[config.mk]
export PLATFORM = sky130hd
export DESIGN_NAME = power_down_mode_control
export DESIGN_NICKNAME = d
export VERILOG_FILES = /design/src/inc/pwr_pkg.sv /design/src/design/pin_sync.sv /design/src/design/divide_tick.sv /design/src/design/power_down_mode_control.sv
export SDC_FILE = /design/constraint.sdc
export NUM_CORES = 1
export LEC_CHECK = 0
export BUFFER_PORTS_ARGS = -buffer_cell sky130_fd_sc_hd__buf_2
export CAP_MARGIN = 10
export CELL_PAD_IN_SITES_DETAIL_PLACEMENT = 1
export CELL_PAD_IN_SITES_GLOBAL_PLACEMENT = 2
export CORE_UTILIZATION = 30
export DETAILED_ROUTE_END_ITERATION = 8
export PLACE_DENSITY = 0.8
export SLEW_MARGIN = 20
export SYNTH_ARGS = -nofsm -noshare
export SYNTH_HDL_FRONTEND = slang
export SYNTH_HIERARCHICAL = 1
export SYNTH_SLANG_ARGS = --single-unit
[constraint.sdc]
create_clock -name clk -period 6.8 [get_ports clk]
set_clock_uncertainty 0.15 [all_clocks]
set_input_delay 0.68 -clock clk [delete_from_list [all_inputs] [get_ports clk]]
set_output_delay 0.68 -clock clk [all_outputs]
set_load 0.01 [all_outputs]
[src/inc/pwr_pkg.sv]
// Package for the power-down mode controller: register map, fields, states, counts.
// Assumes a 125 MHz system clock and an APB register port with 32-bit data.
package pwr_pkg;
    localparam logic [7:0] SYSCTRL_OFFSET    = 8'h00;
    localparam logic [7:0] CLKDIV_OFFSET     = 8'h04;
    localparam logic [7:0] STATUS_OFFSET     = 8'h08;
    localparam logic [7:0] MODSTBY_OFFSET    = 8'h0c;
    localparam int         HW_STANDBY_PIN_SEL_BIT      = 7;
    localparam int         SETTLE_LSB        = 4;
    localparam logic [2:0] SETTLE_RESET      = 3'h0;
    localparam logic       HW_STANDBY_PIN_SEL_RESET    = 1'b0;
    localparam logic [1:0] CLKDIV_RESET      = 2'h0;
    localparam logic [7:0] MODSTBY_RESET     = 8'h00;
    localparam logic [2:0] SETTLE_ILLEGAL    = 3'h7;
    localparam int         SETTLE_CNT_WIDTH  = 22;
    localparam int         SYNC_STAGES       = 3;
    typedef enum logic [2:0] {RUN, SLEEP, SWSTBY, SETTLE, RESET_HOLD, HWSTBY} mode_type;

    // Settling wait in states for each settle-time code
    function automatic logic [SETTLE_CNT_WIDTH-1:0] settle_states(input logic [2:0] code);
        case (code)
            3'h0:    settle_states = 22'd8192;
            3'h1:    settle_states = 22'd16384;
            3'h2:    settle_states = 22'd32768;
            3'h3:    settle_states = 22'd65536;
            3'h4:    settle_states = 22'd131072;
            3'h5:    settle_states = 22'd262144;
            3'h6:    settle_states = 22'd1024;
            default: settle_states = 22'd1024;
        endcase
    endfunction
endpackage

[src/design/pin_sync.sv]
// Three-flop synchroniser with agreement filter for one asynchronous pin.
// Assumes clk is the system clock and rst a synchronous reset.
`timescale 1ns/100ps
module pin_sync #(
    parameter logic RESET_LEVEL = 1'b1
) (
    // Clock and reset
    input  wire logic clk,
    input  wire logic rst,
    // Pin and filtered level
    input  wire logic pinIn,
    output logic      level
);
    logic [2:0] stage;
    logic [2:0] next_stage;
    logic       next_level;

    always_comb begin
        next_stage = {stage[1:0], pinIn};
        next_level = (stage[1] == stage[2]) ? stage[2] : level;
    end

    always_ff @(posedge clk) begin
        if (rst) begin
            stage <= {3{RESET_LEVEL}};
            level <= RESET_LEVEL;
        end else begin
            stage <= next_stage;
            level <= next_level;
        end
    end
endmodule

[src/design/divide_tick.sv]
// Divided-state tick generator: one-cycle enable every 1, 2, 4 or 8 cycles.
// Assumes it is cleared whenever the settling count starts.
`timescale 1ns/100ps
module divide_tick (
    // Clock and reset
    input  wire logic       clk,
    input  wire logic       rst,
    // Control
    input  wire logic       clear,
    input  wire logic [1:0] divide,
    // Tick
    output logic            tick
);
    logic [2:0] count;
    logic [2:0] next_count;
    logic [2:0] limit;

    always_comb begin
        limit      = 3'((4'h1 << divide) - 4'h1);
        next_count = (clear || count >= limit) ? 3'h0 : 3'(count + 3'h1);
    end

    assign tick = !clear && (count >= limit);

    always_ff @(posedge clk) begin
        if (rst) begin
            count <= 3'h0;
        end else begin
            count <= next_count;
        end
    end
endmodule

[src/design/power_down_mode_control.sv]
// Power-down mode controller: sleep, software standby, wake and settling wait.
// Assumes an APB master, a CPU that pulses sleepExec, and raw pins from outside.
`timescale 1ns/100ps
// Behaviour
// - Sleep instruction with standby select 0 enters sleep mode
// - CPU halts on sleep entry, its registers kept
// - DMA, DRAM, peripherals keep running in sleep except module-standby ones
// - Accepted interrupt ends sleep and starts interrupt handling
// - Interrupt disabled inside its peripheral does not wake sleep
// - Masked non-NMI interrupt does not end sleep
// - Reset pin low during sleep enters reset state
// - Hardware standby pin low during sleep enters hardware standby
// - Sleep with standby select 1 enters software standby, stopping clock
// - Software standby resets DMA and peripherals, keeps CPU, RAM, ports
// - Refresh counter and refresh status bits 7,6 cleared in standby
// - NMI or enabled IRQ0-2 restarts oscillator, settles, then interrupt
// - Disabled or CPU-masked IRQ0-2 does not end software standby
// - Reset pin low in standby restarts clocks at once; reset handling after
// - Hardware standby pin low in software standby enters hardware standby
// - Settle code selects 8192..262144 or 1024 states; 111 illegal
// - Standby select resets to 0
module power_down_mode_control (
    // Clock and reset
    input  wire logic        clk,
    input  wire logic        rst,
    // APB slave
    input  wire logic        psel,
    input  wire logic        penable,
    input  wire logic        pwrite,
    input  wire logic [7:0]  paddr,
    input  wire logic [31:0] pwdata,
    output logic             pready,
    output logic [31:0]      prdata,
    output logic             pslverr,
    // CPU side
    input  wire logic        sleepExec,
    input  wire logic        intAccepted,
    input  wire logic        nmiReq,
    input  wire logic [2:0]  irqReq,
    input  wire logic [2:0]  irqEnable,
    input  wire logic        cpuIrqMasked,
    // Pins
    input  wire logic        external_reset_pin_n,
    input  wire logic        hw_standby_pin_n,
    // Control outputs
    output logic             cpuHalt,
    output logic             clockStop,
    output logic             periphReset,
    output logic [7:0]       moduleHalt,
    output logic             refreshInit,
    output logic             intExcStart,
    output logic             resetExcStart,
    output logic             chipReset,
    output logic             hwStandby
);
    import pwr_pkg::*;

    logic                        standby_select;
    logic [2:0]                  settle_time_select;
    logic [1:0]                  clockDivide;
    logic [7:0]                  moduleStandby;
    logic                        next_standby_select;
    logic [2:0]                  next_settle_time_select;
    logic [1:0]                  next_clockDivide;
    logic [7:0]                  next_moduleStandby;
    logic                        resetLevel;
    logic                        stbyLevel;
    logic                        divTick;
    logic                        wakeIrq;
    logic                        wrStrobe;
    mode_type                    mode;
    mode_type                    next_mode;
    logic [SETTLE_CNT_WIDTH-1:0] settleCnt;
    logic [SETTLE_CNT_WIDTH-1:0] next_settleCnt;
    logic                        next_intExcStart;
    logic                        next_resetExcStart;
    logic [31:0]                 next_prdata;
    logic [SETTLE_CNT_WIDTH+2:0] settleCycles;
    logic [SETTLE_CNT_WIDTH+2:0] next_settleCycles;

    pin_sync #(.RESET_LEVEL(1'b1)) resetSync (
        .clk   (clk),
        .rst   (rst),
        .pinIn (external_reset_pin_n),
        .level (resetLevel)
    );

    pin_sync #(.RESET_LEVEL(1'b1)) stbySync (
        .clk   (clk),
        .rst   (rst),
        .pinIn (hw_standby_pin_n),
        .level (stbyLevel)
    );

    divide_tick settleTick (
        .clk    (clk),
        .rst    (rst),
        .clear  (mode != SETTLE),
        .divide (clockDivide),
        .tick   (divTick)
    );

    // APB: zero wait states, unmapped addresses error
    assign pready   = 1'b1;
    assign wrStrobe = psel && penable && pwrite;
    assign pslverr  = psel && penable && !(paddr == SYSCTRL_OFFSET || paddr == CLKDIV_OFFSET
                      || paddr == STATUS_OFFSET || paddr == MODSTBY_OFFSET);

    always_comb begin
        next_standby_select     = standby_select;
        next_settle_time_select = settle_time_select;
        next_clockDivide        = clockDivide;
        next_moduleStandby      = moduleStandby;
        if (wrStrobe && paddr == SYSCTRL_OFFSET) begin
            next_standby_select     = pwdata[HW_STANDBY_PIN_SEL_BIT];
            next_settle_time_select = pwdata[SETTLE_LSB+2:SETTLE_LSB];
        end
        if (wrStrobe && paddr == CLKDIV_OFFSET) begin
            next_clockDivide = pwdata[1:0];
        end
        if (wrStrobe && paddr == MODSTBY_OFFSET) begin
            next_moduleStandby = pwdata[7:0];
        end
        next_prdata = 32'h0;
        case (paddr)
            SYSCTRL_OFFSET: next_prdata = {24'h0, standby_select, settle_time_select, 4'h0};
            CLKDIV_OFFSET:  next_prdata = {30'h0, clockDivide};
            STATUS_OFFSET:  next_prdata = {29'h0, mode};
            MODSTBY_OFFSET: next_prdata = {24'h0, moduleStandby};
            default:        next_prdata = 32'h0;
        endcase
    end

    always_ff @(posedge clk) begin
        if (rst) begin
            standby_select     <= HW_STANDBY_PIN_SEL_RESET;
            settle_time_select <= SETTLE_RESET;
            clockDivide        <= CLKDIV_RESET;
            moduleStandby      <= MODSTBY_RESET;
            prdata             <= 32'h0;
        end else begin
            standby_select     <= next_standby_select;
            settle_time_select <= next_settle_time_select;
            clockDivide        <= next_clockDivide;
            moduleStandby      <= next_moduleStandby;
            if (psel && !penable && !pwrite) begin
                prdata <= next_prdata;
            end
        end
    end

    // NMI or enabled, unmasked IRQ0-2 wake software standby
    assign wakeIrq = nmiReq || (|(irqReq & irqEnable) && !cpuIrqMasked);

    always_comb begin
        next_mode          = mode;
        next_settleCnt     = settleCnt;
        next_intExcStart   = 1'b0;
        next_resetExcStart = 1'b0;
        case (mode)
            RUN: begin
                if (!stbyLevel) begin
                    next_mode = HWSTBY;
                end else if (!resetLevel) begin
                    next_mode = RESET_HOLD;
                end else if (sleepExec) begin
                    next_mode = standby_select ? SWSTBY : SLEEP;
                end
            end
            SLEEP: begin
                if (!stbyLevel) begin
                    next_mode = HWSTBY;
                end else if (!resetLevel) begin
                    next_mode = RESET_HOLD;
                end else if (intAccepted) begin
                    // CPU accepts only enabled, unmasked sources or NMI
                    next_mode        = RUN;
                    next_intExcStart = 1'b1;
                end
            end
            SWSTBY: begin
                if (!stbyLevel) begin
                    next_mode = HWSTBY;
                end else if (!resetLevel) begin
                    next_mode = RESET_HOLD;
                end else if (wakeIrq) begin
                    next_mode      = SETTLE;
                    next_settleCnt = settle_states(settle_time_select);
                end
            end
            SETTLE: begin
                if (!stbyLevel) begin
                    next_mode = HWSTBY;
                end else if (!resetLevel) begin
                    next_mode = RESET_HOLD;
                end else if (divTick) begin
                    next_settleCnt = SETTLE_CNT_WIDTH'(settleCnt - 1'b1);
                    if (settleCnt == SETTLE_CNT_WIDTH'(1)) begin
                        next_mode        = RUN;
                        next_intExcStart = 1'b1;
                    end
                end
            end
            RESET_HOLD: begin
                if (!stbyLevel) begin
                    next_mode = HWSTBY;
                end else if (resetLevel) begin
                    next_mode          = RUN;
                    next_resetExcStart = 1'b1;
                end
            end
            HWSTBY: begin
                if (stbyLevel) begin
                    next_mode = RESET_HOLD;
                end
            end
            default: next_mode = RUN;
        endcase
    end

    always_ff @(posedge clk) begin
        if (rst) begin
            mode          <= RUN;
            settleCnt     <= '0;
            intExcStart   <= 1'b0;
            resetExcStart <= 1'b0;
        end else begin
            mode          <= next_mode;
            settleCnt     <= next_settleCnt;
            intExcStart   <= next_intExcStart;
            resetExcStart <= next_resetExcStart;
        end
    end

    always_comb begin
        cpuHalt     = (mode != RUN);
        clockStop   = (mode == SWSTBY || mode == SETTLE || mode == HWSTBY);
        periphReset = (mode == SWSTBY || mode == SETTLE || mode == HWSTBY
                       || mode == RESET_HOLD);
        moduleHalt  = periphReset ? 8'hff : moduleStandby;
        refreshInit = (mode == SWSTBY);
        chipReset   = (mode == RESET_HOLD || mode == HWSTBY);
        hwStandby   = (mode == HWSTBY);
    end

    // Cycles spent settling, held against code and divide
    always_comb begin
        next_settleCycles = (mode == SETTLE) ? (SETTLE_CNT_WIDTH+3)'(settleCycles + 1'b1) : '0;
    end

    always_ff @(posedge clk) begin
        if (rst) begin
            settleCycles <= '0;
        end else begin
            settleCycles <= next_settleCycles;
        end
    end

    // Entry and sleep mode
    chk_sleep_entry: assert property (@(posedge clk) disable iff (rst)
        mode == RUN && stbyLevel && resetLevel && sleepExec && !standby_select
        |=> mode == SLEEP) else $error("sleep not entered");
    chk_hw_standby_pin_entry: assert property (@(posedge clk) disable iff (rst)
        mode == RUN && stbyLevel && resetLevel && sleepExec && standby_select
        |=> mode == SWSTBY && clockStop) else $error("standby not entered");
    chk_cpu_halt: assert property (@(posedge clk) disable iff (rst)
        mode == SLEEP |-> cpuHalt && !periphReset) else $error("sleep halt wrong");
    chk_sleep_modules: assert property (@(posedge clk) disable iff (rst)
        mode == SLEEP |-> moduleHalt == moduleStandby) else $error("module halt");
    chk_sleep_running: assert property (@(posedge clk) disable iff (rst)
        mode == SLEEP |-> !clockStop && !refreshInit) else $error("sleep stopped clock");
    chk_sleep_wake: assert property (@(posedge clk) disable iff (rst)
        mode == SLEEP && stbyLevel && resetLevel && intAccepted
        |=> mode == RUN && intExcStart) else $error("sleep wake lost");
    chk_sleep_nowake: assert property (@(posedge clk) disable iff (rst)
        mode == SLEEP && stbyLevel && resetLevel && !intAccepted
        |=> mode == SLEEP) else $error("spurious sleep wake");
    chk_sleep_reset: assert property (@(posedge clk) disable iff (rst)
        mode == SLEEP && stbyLevel && !resetLevel |=> mode == RESET_HOLD)
        else $error("reset from sleep");
    chk_sleep_hwstby: assert property (@(posedge clk) disable iff (rst)
        mode == SLEEP && !stbyLevel |=> hwStandby) else $error("hw standby sleep");

    // Software standby and settling
    chk_hw_standby_pin_reset: assert property (@(posedge clk) disable iff (rst)
        mode == RUN && stbyLevel && resetLevel && sleepExec && standby_select
        |=> periphReset && refreshInit && moduleHalt == 8'hff) else $error("standby resets");
    chk_refresh_release: assert property (@(posedge clk) disable iff (rst)
        mode == SETTLE |-> !refreshInit && periphReset) else $error("refresh init held");
    chk_masked_irq: assert property (@(posedge clk) disable iff (rst)
        mode == SWSTBY && stbyLevel && resetLevel && !nmiReq && cpuIrqMasked
        |=> mode == SWSTBY) else $error("masked irq woke");
    chk_hw_standby_pin_irq_off: assert property (@(posedge clk) disable iff (rst)
        mode == SWSTBY && stbyLevel && resetLevel && !nmiReq && (irqReq & irqEnable) == 3'h0
        |=> mode == SWSTBY) else $error("disabled irq woke");
    chk_nmi_wake: assert property (@(posedge clk) disable iff (rst)
        mode == SWSTBY && stbyLevel && resetLevel && nmiReq
        |=> mode == SETTLE && clockStop && !intExcStart) else $error("nmi wake lost");
    chk_settle_load: assert property (@(posedge clk) disable iff (rst)
        mode == SWSTBY && stbyLevel && resetLevel && wakeIrq
        |=> mode == SETTLE && settleCnt == settle_states($past(settle_time_select)))
        else $error("settle load");
    chk_settle_short: assert property (@(posedge clk) disable iff (rst)
        $rose(mode == SETTLE) && settle_time_select == 3'h6 && clockDivide == 2'h0
        && stbyLevel && resetLevel ##1 (stbyLevel && resetLevel) [*8]
        |-> mode == SETTLE) else $error("settle ended early");
    chk_settle_count: assert property (@(posedge clk) disable iff (rst)
        mode == SETTLE && stbyLevel && resetLevel && !divTick
        |=> settleCnt == $past(settleCnt)) else $error("settle counted early");
    chk_settle_time: assert property (@(posedge clk) disable iff (rst)
        mode == SETTLE && stbyLevel && resetLevel && divTick
        && settleCnt == SETTLE_CNT_WIDTH'(1)
        |-> settleCycles + 1'b1 == ({3'h0, settle_states(settle_time_select)} << clockDivide))
        else $error("settle length");

    // Pins and reset
    chk_hw_standby_pin_pinreset: assert property (@(posedge clk) disable iff (rst)
        mode == SWSTBY && stbyLevel && !resetLevel |=> mode == RESET_HOLD && !clockStop)
        else $error("reset clocks");
    chk_hw_standby_pin_hw: assert property (@(posedge clk) disable iff (rst)
        mode == SWSTBY && !stbyLevel |=> mode == HWSTBY) else $error("hw standby");
    chk_reset_exit: assert property (@(posedge clk) disable iff (rst)
        mode == RESET_HOLD && stbyLevel && resetLevel
        |=> mode == RUN && resetExcStart && !chipReset) else $error("reset exit lost");
    chk_select_reset: assert property (@(posedge clk)
        rst |=> standby_select == 1'b0) else $error("select reset");

    // Main scenarios reached
    cov_sleep_wake: cover property (@(posedge clk) disable iff (rst)
        mode == SLEEP ##1 mode == RUN);
    cov_hw_standby_pin_settle: cover property (@(posedge clk) disable iff (rst)
        mode == SETTLE ##1 mode == RUN);
    cov_settle_divided: cover property (@(posedge clk) disable iff (rst)
        mode == SETTLE && clockDivide == 2'h3 ##1 mode == RUN);
    cov_reset_exit: cover property (@(posedge clk) disable iff (rst) resetExcStart);
    cov_hw_standby: cover property (@(posedge clk) disable iff (rst) mode == HWSTBY);
endmodule

==> impl_metrics.toml, run 1 <==
[power]
clkPwrFrac_pct = 41.2
power_frac_seq_pct = 43.7
p_per_area_nw_per_um2 = 224.5
switching_share_pct = 27.59
irDropWorstVdd_mv = 0.1244
p_int_w = 0.0006256
p_sw_w = 0.0002383
power_leakage_nw = 1.693
comb_power_share_pct = 15.1

[synthesis]
ys_async_sr_fraction_pct = 0
synth_cell_types = 59
synth_cells = 392
seq_area_frac_synth_pct = 36.02
synthTopCellsByCount = "60 x dfxtp_1, 56 x nor2_1, 26 x buf_4"
synthMostInstantiatedCell = "dfxtp_1"
synth.area.top_cells = "dfxtp_1 36%, nor2_1 6.3%, buf_4 5.9%"
syn-cell-area_um2 = 3334
synth-edff-count = 0
synthFlopType = "dfxtp_1"
yosysTopAreaCellShare_pct = 36.02
yosys_warnings = 6
yosys.area.top_type = "dfxtp_1"
avgSynthCellArea_um2 = 8.506
ys_ff_latch = 60

[grt]
grt_pass1_vias = 2983
antenna_found_initial = 0
overflow = 0
grt_pass1_wl_um = 14610
grt_usage_pct = 16.00
grt_max_degree = 50

[clocking]
cts.sinks = 60
post_cts_resized = 0
postCtsHoldBufs = 0
cts.htree.levels = 3
clockRootBuffer = "clkbuf_8"
clock_latency_ns = 0.34
clockBufferDepth = 2
cts_buffers = 9
cts.reportedPaths.clkPinSlew_ns = 0.06
cts_setup_buffers = 0
cts_tree = "done"

[critical_path]
rrSetupSlack_ns = 3.01
critPathLaunchType = "register"
path_max_fanout = 13
path_buf_inv = 2
r2r_start = "mode[1]"
crit_type = "register to register"
crit_family = "simple AND/OR/NAND/NOR gates"
r2r_cells = 9
cp_slowest_cell = "a21oi_1"
crit_path_end_kind = "register"
r2r_end = "settleCnt[1]"
cp.required_ns = 6.90
max_stage_delay_ns = 0.83
crit_top_cell = "a21oi_1"
cp.depth = 9
path_cells = "nand2b_1, nor2_4, inv_2, nor2b_1, inv_1, a21oi_1, nand2_1, or3_1, a21oi_1"
crit_arrival_ns = 3.90

[die]
die_y_um = 107.4
ios = 107
fp.dieW_um = 107.4
rows = 38
core_area_um2 = 10840
start_util_pct = 30.76
dieArea_um2 = 11540

[drt]
vias = 2931
drc_errors = 0
dr.pass1.iters = 4
wl_per_cell_um = 14.58
wl_um = 8587
drt_iter0_drc = 113
antenna_left = 0
vias_per_cell = 4.976

[placement]
dp_hpwl_um = 6112
place.gp.congestion = 0.7656
port_buffers = 57
placed_cell_area_um2 = 3632

[sta]
max_freq_mhz = 263.6
min_period_ns = 3.794
slew_viol_final = 0
hold_viol_final = 0
finalSetupViolCount = 0
period_share_pct = 55.79
slew_headroom_pct = 29.85
rsz0062_at_grt = "false"
tns_ns = 0
holdWs_ns = 0.2589
worst_slew_pin_slew_ns = 1.052

[layout]
final_layout_size_suffix_gt1_share_pct = 20.94
nNetsFinal = 507
areaGrowthSynthToFinish_pct = 15.42
fin_area_um2 = 3849
diodes = 0
final_util_pct = 35.50

[min_path]
hold_path.class = "register to register"
hp-start = "resetSync/stage[0]"
min_to = "resetSync/stage[1]"
hold_path_depth = 1

[flow_run]
drv_cap = 0

[status]
status = "finished, final reports clean"
-- cell usage in the layout, fill, tap and decap left out, drive strengths merged, types with 8 or more instances in the layout --
master and instances:
nand2 16, clkbuf 11, mux2i 15, xor2 10
a21oi 17, or2 10, a22oi 8, nand4 9
nand2b 16, buf 58, nor4 11, nor3 17
nor2 57, inv 15, dfxtp 60, nor2b 8
conb 25
-- state kept, by name (all words and copies together) (netlist names) --
register	flops
settleCnt	22
moduleStandby	8
prdata	8
mode	3
resetSync/stage	3
settleTick/count	3
settle_time_select	3
stbySync/stage	3
clockDivide	2
intExcStart	1
resetExcStart	1
resetSync/level	1
standby_select	1
stbySync/level	1
-- layer usage --
layer	GRT usage [%]	part of all wire [%]
met2	27.33	45
met5	0	0
met1	19.89	48
met3	4.298	5.5
met4	3.914	1.2
-- power by group through the flow --
| stage | logic, W | clock network (W) | registers [W] |
|---|---|---|---|
| finish | 0.000130 | 0.000356 | 0.000378 |
| global route | 0.000145 | 0.000384 | 0.000381 |
| CTS | 0.000131 | 0.000368 | 0.000378 |
| detailed placement | 0.000130 | 0 | 0.000386 |
| global placement | 0.000129 | 0 | 0.000385 |
| floorplan | 0.000107 | 0 | 0.000376 |
-- worst max-delay path by stage --
stage | to | slack [ns] | startpoint
after floorplan | settleCnt[1] | 4.21 | clockDivide[1]
after global placement | settleCnt[1] | 3.08 | mode[1]
after detailed placement | settleCnt[15] | 3.03 | mode[1]
after CTS | settleCnt[1] | 3.01 | mode[1]
after global routing | settleCnt[1] | 2.70 | mode[1]
final | settleCnt[1] | 3.01 | mode[1]
-- cells by family (layout without fill, tap and decap cells) --
family                     after synthesis  in the layout  share of synthesized area [%]
AOI/OAI and AO/OA                       61             61                          12.61
and+or+nand+nor                        175            175                          30.06
DFF                                     60             60                          36.02
adders and majority gates                6              6                          2.251
buffers and inverters                   55             89                          9.381
muxes                                   18             18                          5.516
xor gates and xnor gates                15             15                          3.940
other                                    2             25                         0.2252
-- metrics by stage --
step / power (W) / setup slack, ns / cells
floorplan: 0.0004830 / 4.213 / 415
global placement: 0.0005144 / 3.080 / 573
detailed placement: 0.0005165 / 3.032 / 573
CTS: 0.0008773 / 3.013 / 589
global route: 0.0009090 / 2.700 / 589
finish: 0.0008640 / 3.006 / 589
-- layout make-up --
type                    count  area (µm²)
well taps                 140       175.2
fillers                  1336        6992
inverters                  15       56.30
clock buffers              11       141.4
clock inverters             5       75.07
multi-input cells         300        1907
repair buffers             58       292.8
flip-flops and latches     60        1201
(Power assumes the default switching activity.)
==> run 2, diff against run 1 <==
CORE_UTILIZATION = 29   (was 30)
PLACE_DENSITY = 0.78   (was 0.8)
clock period = 3.55 ns   (was 6.8 ns; I/O delays follow)
==> run 2 against run 1 <==
Via count rose by 0.41%. Final area rose by 3.8%. Flip-flop and latch count did not move. Hold slack got worse by 0.20 ns. Die area rose by 3.4%. Cell count rose by 1.0%. Critical endpoint unchanged. Non-clock buffer count rose by 6. Core utilization rose by 0.73 points. Power rose by 120%.
==> impl_metrics.toml, run 2 (synthesis gave the netlist of run 1 again) <==
[sta]
finalSetupViolCount = 0
hold_viol_final = 0
rsz0062_at_grt = "false"
worst_slew_pin_slew_ns = 0.8591
slew_headroom_pct = 42.31
worst_slack_ns = 0.5773
tns_ns = 0
slew_viol_final = 0
min_period_ns = 2.973
period_share_pct = 83.74
max_freq_mhz = 336.4

[grt]
antenna_found_initial = 0
overflow = 0
grt_pass1_wl_um = 14100
grt_max_degree = 33
grt_pass1_vias = 2823
grt_usage_pct = 15.47

[drt]
wl_per_cell_um = 14.50
drc_errors = 0
dr.pass1.iters = 4
antenna_left = 0
drt_iter0_drc = 128
wl_um = 8630
vias_per_cell = 4.946
vias = 2943

[die]
fp.dieW_um = 109.2
dieArea_um2 = 11930
die_y_um = 109.2
rows = 38
ios = 107
start_util_pct = 30.23
core_area_um2 = 11030

[layout]
areaGrowthSynthToFinish_pct = 19.85
final_cell_mix = "60 x dfxtp_1, 57 x buf_2, 56 x nor2_1"
n_fill_cell = 1334
final_layout_size_suffix_gt1_share_pct = 21.76
layout_commonest_cell = "dfxtp_1"
nNetsFinal = 513
reg_top3 = "settleCnt: 22 flops, moduleStandby: 8 flops, prdata: 8 flops"
seqCellArea_um2 = 1201
multi_input_area_um2 = 1907
diodes = 0
regMostFlops = "settleCnt"
largest_register_ffs = 22
fin_area_um2 = 3996

[critical_path]
crit_top_cell = "a21oi_1"
crit_type = "register to register"
crit_path_end_kind = "register"
path_buf_inv = 1
crit_arrival_ns = 3.07
crit_start = "clockDivide[1]"
max_stage_delay_ns = 0.41
critPathLaunchType = "register"
cp_slowest_cell = "or3_1"
rrSetupSlack_ns = 0.58
crit_family = "simple AND/OR/NAND/NOR gates"
cp.required_ns = 3.65
path_max_fanout = 10
r2r_start = "clockDivide[1]"
path_cells = "or2_2, ha_1, nor2b_4, o21ai_2, nor2b_1, inv_1, a21oi_1, nand2_1, or3_1, a21oi_1"

[clocking]
clock_latency_ns = 0.33
cts.reportedPaths.clkPinSlew_ns = 0.05
cts_buffers = 9
cts_setup_buffers = 0
cts_tree = "done"
post_cts_resized = 0
clockBufferDepth = 2
cts.sinks = 60
cts.htree.levels = 3
clockRootBuffer = "clkbuf_16"
postCtsHoldBufs = 0

[placement]
dp_hpwl_um = 6344
placed_cell_area_um2 = 3677
preCtsSetupSlack_ns = 0.5979
place.gp.congestion = 0.7869
port_buffers = 57

[status]
status = "finished, final reports clean"

[min_path]
hp-start = "external_reset_pin_n"
hold_path.class = "input pin to register"

[flow_run]
drv_cap = 0

[power]
irDropWorstVdd_mv = 0.2486
p_per_area_nw_per_um2 = 479.6
fin_total_pwr_w = 0.001917
power_leakage_nw = 1.763
[run 2: layer usage]
metal / share of wire [%] / vias to the layer above / global-route usage (%)
met5: 0 / - / 0
met3: 5.3 / 7 / 4.662
met2: 46 / 80 / 25.16
met1: 47 / 1406 / 19.69
met4: 0.94 / 0 / 4.381
li1: - / 1450 / -
[run 2: worst paths after layout]
kind	endpoint	cells past startpoint
worst max-delay path	settleCnt[1]	10
worst min-delay path	resetSync/stage[0]	2
worst max register to register	settleCnt[1]	10
worst min register to register	resetSync/stage[1]	1
[run 2: cell type report]
type	count	area share, %
multi-input combinational	300	47.71
tap	140	4.383
timing repair buffer	64	8.453
clock inverter	4	1.816
sequential	60	30.06
clock buffer	12	6.168
inverter	15	1.409
[run 2: worst register-to-register path: cells and delay by family (launching register included)]
kind	cells	cell delay (ns)
compound gates	3	0.68
fa+ha+maj	1	0.32
flops	1	0.35
buf+inv	1	0.06
simple gates	5	1.35
[run 2: power by group]
part           internal, W  switching [W]  total (W)
sequential        0.000691      0.0000133   0.000705
combinational     0.000105       0.000173   0.000278
clock             0.000632       0.000302   0.000934
[run 2: stage by stage]
step	std cells	hold WS (ns)	utilization, %
finish	595	0.06115	36.23
global route	595	0.06261	36.23
global placement	579	0.2392	33.34
floorplan	415	0.2354	-
detailed placement	579	0.2458	33.34
CTS	595	0.05318	36.23
